**src/core/rot_cfg.svh**
```systemverilog
`ifndef ROT_CFG_SVH
`define ROT_CFG_SVH
`define ROT_WIDTH 8
`define ROT_ADDR_WIDTH 8
`define ROT_TOP_BIT 7
`define ROT_MEM_RD_LATENCY 1
`endif

```
**src/core/rot_pkg.sv**
```systemverilog
package rot_pkg;
   typedef enum logic [2:0] {
      rotate_left_to_working = 3'h0,
      rotate_left_through_carry = 3'h1,
      rotate_left_through_carry_to_working = 3'h2,
      rotate_right_in_place = 3'h3,
      rotate_right_to_working = 3'h4,
      rotate_right_through_carry = 3'h5
   } rot_op_t;
endpackage

```
**src/core/rot_shifter.sv**
```systemverilog
`timescale 1ns/10ps
`include "rot_cfg.svh"
module rot_shifter (
   input wire logic [2:0] op,
   input wire logic [7:0] operand,
   input wire logic carry_in,
   output logic [7:0] result,
   output logic carry_out,
   output logic to_working,
   output logic uses_carry
);
   import rot_pkg::*;

   // one-place shifts; the caller supplies the bit that fills the vacated end
   function automatic logic [7:0] shl_in(input logic [7:0] v, input logic b);
      return {v[6:0], b};
   endfunction

   function automatic logic [7:0] shr_in(input logic [7:0] v, input logic b);
      return {b, v[7:1]};
   endfunction

   always_comb begin
      result = operand;
      carry_out = carry_in;
      to_working = 1'b0;
      uses_carry = 1'b0;
      case (rot_op_t'(op))
         rotate_left_to_working: begin
            result = shl_in(operand, operand[`ROT_TOP_BIT]);
            to_working = 1'b1;
         end
         rotate_left_through_carry: begin
            result = shl_in(operand, carry_in);
            carry_out = operand[`ROT_TOP_BIT];
            uses_carry = 1'b1;
         end
         rotate_left_through_carry_to_working: begin
            result = shl_in(operand, carry_in);
            carry_out = operand[`ROT_TOP_BIT];
            to_working = 1'b1;
            uses_carry = 1'b1;
         end
         rotate_right_in_place: begin
            result = shr_in(operand, operand[0]);
         end
         rotate_right_to_working: begin
            result = shr_in(operand, operand[0]);
            to_working = 1'b1;
         end
         rotate_right_through_carry: begin
            result = shr_in(operand, carry_in);
            carry_out = operand[0];
            uses_carry = 1'b1;
         end
         default: begin
            result = operand;
         end
      endcase
   end
endmodule

```
**src/core/byte_rotate_unit.sv**
```systemverilog
`timescale 1ns/10ps
`include "rot_cfg.svh"
module byte_rotate_unit (
   input wire logic mclk,
   input wire logic rst,
   input wire logic ce,
   input wire logic start,
   input wire rot_pkg::rot_op_t op,
   input wire logic [7:0] addr,
   input wire logic carry_in,
   input wire logic [7:0] mem_rdata,
   output logic mem_re,
   output logic mem_we,
   output logic [7:0] mem_addr,
   output logic [7:0] mem_wdata,
   output logic working_we,
   output logic [7:0] working_data,
   output logic carry_we,
   output logic carry_out,
   output logic busy,
   output logic done
);
   import rot_pkg::*;

   typedef enum logic [2:0] {
      st_idle = 3'h1,
      st_read = 3'h2,
      st_exec = 3'h4
   } st_t;

   st_t st_q, st_d;
   rot_op_t op_q, op_d;
   logic [7:0] addr_q, addr_d;
   logic cin_q, cin_d;
   logic mem_re_q, mem_re_d, mem_we_q, mem_we_d;
   logic [7:0] mem_wdata_q, mem_wdata_d;
   logic working_we_q, working_we_d;
   logic [7:0] working_data_q, working_data_d;
   logic carry_we_q, carry_we_d, carry_out_q, carry_out_d;
   logic done_q, done_d;
   logic busy_q, busy_d;
   logic [7:0] sh_result;
   logic sh_cout, sh_to_working, sh_uses_carry;

   rot_shifter u_shift (
      .op(op_q),
      .operand(mem_rdata),
      .carry_in(cin_q),
      .result(sh_result),
      .carry_out(sh_cout),
      .to_working(sh_to_working),
      .uses_carry(sh_uses_carry)
   );

   always_comb begin
      st_d = st_q;
      op_d = op_q;
      addr_d = addr_q;
      cin_d = cin_q;
      mem_re_d = 1'b0;
      mem_we_d = 1'b0;
      mem_wdata_d = mem_wdata_q;
      working_we_d = 1'b0;
      working_data_d = working_data_q;
      carry_we_d = 1'b0;
      carry_out_d = carry_out_q;
      done_d = 1'b0;
      case (st_q)
         st_idle: begin
            if (start) begin
               // operand address and carry are latched so the decoder may move on
               op_d = op;
               addr_d = addr;
               cin_d = carry_in;
               mem_re_d = 1'b1;
               st_d = st_read;
            end
         end
         st_read: begin
            // memory answers one cycle after the read strobe
            st_d = st_exec;
         end
         st_exec: begin
            if (sh_to_working) begin
               working_we_d = 1'b1;
               working_data_d = sh_result;
            end else begin
               mem_we_d = 1'b1;
               mem_wdata_d = sh_result;
            end
            if (sh_uses_carry) begin
               carry_we_d = 1'b1;
               carry_out_d = sh_cout;
            end
            done_d = 1'b1;
            st_d = st_idle;
         end
         default: begin
            st_d = st_idle;
         end
      endcase
      // busy leaves a flop too, so it settles together with done and the strobes
      busy_d = (st_d != st_idle);
   end

   always_ff @(posedge mclk or posedge rst) begin
      if (rst) begin
         st_q <= st_idle;
         op_q <= rotate_left_to_working;
         addr_q <= 8'h00;
         cin_q <= 1'b0;
         mem_re_q <= 1'b0;
         mem_we_q <= 1'b0;
         mem_wdata_q <= 8'h00;
         working_we_q <= 1'b0;
         working_data_q <= 8'h00;
         carry_we_q <= 1'b0;
         carry_out_q <= 1'b0;
         done_q <= 1'b0;
         busy_q <= 1'b0;
      end else if (ce) begin
         st_q <= st_d;
         op_q <= op_d;
         addr_q <= addr_d;
         cin_q <= cin_d;
         mem_re_q <= mem_re_d;
         mem_we_q <= mem_we_d;
         mem_wdata_q <= mem_wdata_d;
         working_we_q <= working_we_d;
         working_data_q <= working_data_d;
         carry_we_q <= carry_we_d;
         carry_out_q <= carry_out_d;
         done_q <= done_d;
         busy_q <= busy_d;
      end
   end

   assign mem_re = mem_re_q;
   assign mem_we = mem_we_q;
   assign mem_addr = addr_q;
   assign mem_wdata = mem_wdata_q;
   assign working_we = working_we_q;
   assign working_data = working_data_q;
   assign carry_we = carry_we_q;
   assign carry_out = carry_out_q;
   assign busy = busy_q;
   assign done = done_q;

   property p_wrap_left_working;
      @(posedge mclk) disable iff (rst)
      (ce && st_q == st_exec && op_q == rotate_left_to_working) |=>
      (working_we && !mem_we && !carry_we
       && working_data == {$past(mem_rdata[6:0]), $past(mem_rdata[7])});
   endproperty
   a_wrap_left_working: assert property (p_wrap_left_working) else $error("left wrap to working wrong");

   property p_left_carry_mem;
      @(posedge mclk) disable iff (rst)
      (ce && st_q == st_exec && op_q == rotate_left_through_carry) |=>
      (mem_we && carry_we && mem_wdata == {$past(mem_rdata[6:0]), $past(cin_q)}
       && carry_out == $past(mem_rdata[7]));
   endproperty
   a_left_carry_mem: assert property (p_left_carry_mem) else $error("left carry to memory wrong");

   property p_left_carry_working;
      @(posedge mclk) disable iff (rst)
      (ce && st_q == st_exec && op_q == rotate_left_through_carry_to_working) |=>
      (working_we && !mem_we && carry_we && carry_out == $past(mem_rdata[7])
       && working_data == {$past(mem_rdata[6:0]), $past(cin_q)});
   endproperty
   a_left_carry_working: assert property (p_left_carry_working) else $error("left carry to working wrong");

   property p_wrap_right_mem;
      @(posedge mclk) disable iff (rst)
      (ce && st_q == st_exec && op_q == rotate_right_in_place) |=>
      (mem_we && !carry_we && mem_wdata == {$past(mem_rdata[0]), $past(mem_rdata[7:1])});
   endproperty
   a_wrap_right_mem: assert property (p_wrap_right_mem) else $error("right wrap in place wrong");

   property p_wrap_right_working;
      @(posedge mclk) disable iff (rst)
      (ce && st_q == st_exec && op_q == rotate_right_to_working) |=>
      (working_we && !mem_we && !carry_we
       && working_data == {$past(mem_rdata[0]), $past(mem_rdata[7:1])});
   endproperty
   a_wrap_right_working: assert property (p_wrap_right_working) else $error("right wrap to working wrong");

   property p_right_carry_mem;
      @(posedge mclk) disable iff (rst)
      (ce && st_q == st_exec && op_q == rotate_right_through_carry) |=>
      (mem_we && carry_we && mem_wdata == {$past(cin_q), $past(mem_rdata[7:1])}
       && carry_out == $past(mem_rdata[0]));
   endproperty
   a_right_carry_mem: assert property (p_right_carry_mem) else $error("right carry in place wrong");

   property p_single_op;
      @(posedge mclk) disable iff (rst)
      (ce && st_q == st_idle && start) |=> (mem_re && busy && mem_addr == $past(addr));
   endproperty
   a_single_op: assert property (p_single_op) else $error("read strobe or address wrong");

   // done counts enabled cycles only; a frozen cycle simply stretches the operation
   property p_done_time;
      @(posedge mclk) disable iff (rst)
      (ce && st_q == st_idle && start) ##1 ce ##1 ce |=> (done && !busy);
   endproperty
   a_done_time: assert property (p_done_time) else $error("rotate did not finish in time");

   property p_freeze;
      @(posedge mclk) disable iff (rst)
      !ce |=> ($stable(st_q) && $stable(busy) && $stable(done) && $stable(mem_re)
       && $stable(mem_we) && $stable(working_we) && $stable(carry_we)
       && $stable(mem_wdata) && $stable(working_data) && $stable(carry_out));
   endproperty
   a_freeze: assert property (p_freeze) else $error("state moved while enable low");

   property p_one_write;
      @(posedge mclk) disable iff (rst)
      !(mem_we && working_we);
   endproperty
   a_one_write: assert property (p_one_write) else $error("both destinations written");
endmodule

```
**config.mk**
```make
export PLATFORM = sky130hd
export DESIGN_NAME = byte_rotate_unit
export DESIGN_NICKNAME = d
export VERILOG_FILES = /design/src/core/rot_pkg.sv /design/src/core/rot_shifter.sv /design/src/core/byte_rotate_unit.sv
export VERILOG_INCLUDE_DIRS = /design/src /design/src/core
export SDC_FILE = /design/constraint.sdc
export NUM_CORES = 1
export LEC_CHECK = 0
export BUFFER_PORTS_ARGS = -buffer_cell sky130_fd_sc_hd__clkbuf_2
export CORE_MARGIN = 8
export CORE_UTILIZATION = 54
export CTS_BUF_LIST = sky130_fd_sc_hd__clkbuf_8
export DETAILED_ROUTE_END_ITERATION = 16
export HOLD_SLACK_MARGIN = 0.06
export PLACE_DENSITY_LB_ADDON = 0.08
export SLEW_MARGIN = 20
export SYNTH_ARGS = -nofsm -noshare
export SYNTH_HDL_FRONTEND = slang
export SYNTH_SLANG_ARGS = --single-unit
export TNS_END_PERCENT = 50
```
**constraint.sdc**
```tcl
create_clock -name mclk -period 1.7 [get_ports mclk]
set_input_delay 0.51 -clock mclk [delete_from_list [all_inputs] [get_ports mclk]]
set_output_delay 0.51 -clock mclk [all_outputs]
set_load 0.02 [all_outputs]
```
==> summary.md <==
| Metric | Value |
|---|---|
| Maximum vdd drop | 1180 µV |
| Worst slew margin | 68.9% |
| Final wirelength | roughly 4300 µm |
| DIE AREA | 5770 µm² |
| Core ar. | 3390 µm² |
| FP Rows | 21 |
| Hold WC Path Type | in -> async |
| DR DRC count | 0 |
| Max-slew violations | 0 |
| Routed vias | 1430 |
| Design Area, Final | 2400 µm² |
| Die Wd | 75.9 µm |
| Wire per inst | 16.5 µm |
| Total CTS buffers | 5 |
| Primary FF master, synth | dfrtp_1 |
| GPL Wtd Cong | 0.813 |
| Ys Warns | 0 |
| DR iter-0 viols | 99 |
| Post-synth ARST share | between 90% and 100% |
| Yosys cell types | 41 |
| Largest net degree at the start of global routing | 39 |
| TNS Setup | 0 ns |
| Buf+Inv Stages, Crit Path | 1 |
| Pwr/cell area | 1700 nW/µm² |
| Fin crit share | ~93% |
| HPWL after DPL | around 3200 µm |
| CP Cell Sequence | buf_12 -> mux2_4 -> a221o_1 -> mux2_2 |
| Placed Area | 2280 µm² |
| Startpoint types | register |
| Arr. time, crit path | 1.76 ns |
| Worst Path Required | 1.88 ns |
| CTS tree | done |
| CTS max path bufs | 2 |
| Clock Tree Root | clkbuf_8 |
| Cells after synthesis | 153 |
| DRT antenna net count | 0 |
| Total global routing overflow | 0 |
| # Max-Cap Violations | 0 |
| Slowest cell on the critical path | dfrtp_1 |
| Crit end category | register |
| Final Hold Viols | 0 |
| Worst path max stage delay | roughly 0.40 ns |
| CP Max Fanout | 27 |
| R2R cell count | 4 |
| Critical path type | reg -> reg |
| I/O pin cnt | 55 |
| H-tree depth | 2 |
| # port buffers | 54 |
| Sequential-to-total area share from yosys stat | approximately half |
| N_diodes | 0 |
| Mapped cell area | 1940 µm² |
| Synth Register Bits | 38 |
| Max Fclk | 633 MHz |
| Initial Util | 57.2% |
| Worst skew pair latency | ~0.29 ns |
| Die Ht | 75.9 µm |
| Most frequent cells in the layout | clkbuf_2, dfrtp_1, mux2_2, nor2b_1, buf_4 |
| Share of layout cells above drive strength 1 | just over 50% |
| Post-synth EDFFs | 0 |
| Syn_area_per_cell | 12.7 µm² |
| Filler Cells Inserted | 268 |
| Syn nets | 177 |
| Cell family contributing the most delay on the critical path | multiplexers |
| Gr usage total | 15.1% |
| Fin crit period | 1.58 ns |
| Vias in the first global route | about 1500 |
| Leading cell type in the layout, fill and taps excluded | clkbuf_2 |
| Setup violators final | 0 |
| Layout Nets | 237 |
| Number of stages on the worst setup path | 4 |
| Leakage power | 1.22 nW |
| Initial antenna violation count | 0 |
| CTS Sinks | 38 |
| Via-to-Cell Ratio | 5.50 |
| Status | completed |
| RSZ-0062 raised after global routing | no |
| Area grow syn2layout | 23.7% |
| Number of iterations in the first detailed-routing pass | 4 |
| Slew @ Worst Pin | 0.467 ns |
| First-pass GRT wire length | ~7200 µm |
| Worst-path clk slew | 0.08 ns |
| Clock skew | 0.00780 ns |
[report_power, final]
part	leakage, nW	internal, mW	switching, mW	total [mW]
sequential	0.487	1.21	0.283	1.49
combinational	0.686	0.879	0.959	1.84
clock	0.0504	0.436	0.323	0.759
[path summary, 6_finish.rpt]
path | end | slack (ns) | startpoint
max | working_data[1] | 0.12 | op_q[1]
min | working_data[6] | 0.31 | rst
max reg2reg | working_data[1] | 0.12 | op_q[1]
min reg2reg | mem_re | 0.50 | mem_re
max in group asynchronous | op_q[2] | 1.03 | rst
min in group mclk | op_q[0] | 0.44 | op[0]
[synthesized netlist by cell type (all sizes together), types with 2 or more instances]
cell type  instances  area, µm²
a221o              6       60.1
dfrtp             37        926
nor2               7       36.3
nor3               2       10.0
a31oi              2       12.5
and4b              6       60.1
a21oi              5       28.8
o21ai              3       15.0
nor2b              7       43.8
a211oi             2       15.0
nand4b             2       17.5
nand2b             2       12.5
buf               10       75.1
mux2              32        383
nand2              3       16.3
inv                4       15.0
nand3b             2       15.0
a21o               6       45.0
[what timing repair did]
action | in CTS | in global routing
setup endpoints to repair | 0 | 10
gates resized for setup | 0 | 1
hold buffers | 0 | 0
setup buffers | 0 | 0
[layer usage]
metal / part of all wire, % / wire length (µm) / GRT usage (%) / vias to the layer above
met5: 0 / 0 / 0 / -
met4: 1.2 / 50 / 4.71 / 0
met3: 6.5 / 278 / 5.90 / 6
met2: 51 / 2200 / 24.7 / 38
met1: 41 / 1770 / 17.6 / 695
li1: - / - / - / 691
[tightest hold or removal path, stage by stage]
cell and delay, ns:
clkbuf_2 0.08, inv_1 0.05, buf_4 0.41
[stage by stage]
step / instances / worst slack, ns / utilization, % / hold WS (ns) / total power [mW]
2_1_floorplan: 153 / 0.195 / - / 0.491 / 2.84
6_report: 260 / 0.120 / 70.8 / 0.313 / 4.09
4_1_cts: 260 / 0.0537 / 70.8 / 0.325 / 4.13
3_3_place_gp: 252 / 0.0975 / 67.4 / 0.465 / 3.28
5_1_grt: 260 / 0.00990 / 70.8 / 0.349 / 4.36
3_5_place_dp: 252 / 0.0636 / 67.4 / 0.472 / 3.35
[cells by family (layout without fill, tap and decap cells)]
family	count (synthesis)	in the layout	share of synthesized area, %
multiplexers	33	33	20.3
AO/OA/AOI/OAI	31	31	12.2
flip-flops	38	38	49.1
XOR/XNOR	1	1	0.452
buffers and inverters	14	75	4.64
AND/OR/NAND/NOR	36	36	13.4
[area by class of cell]
type	count	area [µm²]	area share, %
Timing Repair Buffer	63	363	15.1
Clock buffer	5	68.8	2.87
Sequential cell	38	953	39.7
Multi-Input combinational cell	101	897	37.4
Clock inverter	3	45.0	1.88
Tap cell	46	57.6	2.40
Inverter	4	15.0	0.626
[sequential cells by signal, summed over array words and instances, names as in the netlist, 3 cells and up]
name and cells:
mem_addr 8, op_q 3, working_data 8, mem_wdata 8, st_q 3
No activity file was read; power rests on OpenSTA's default activity.
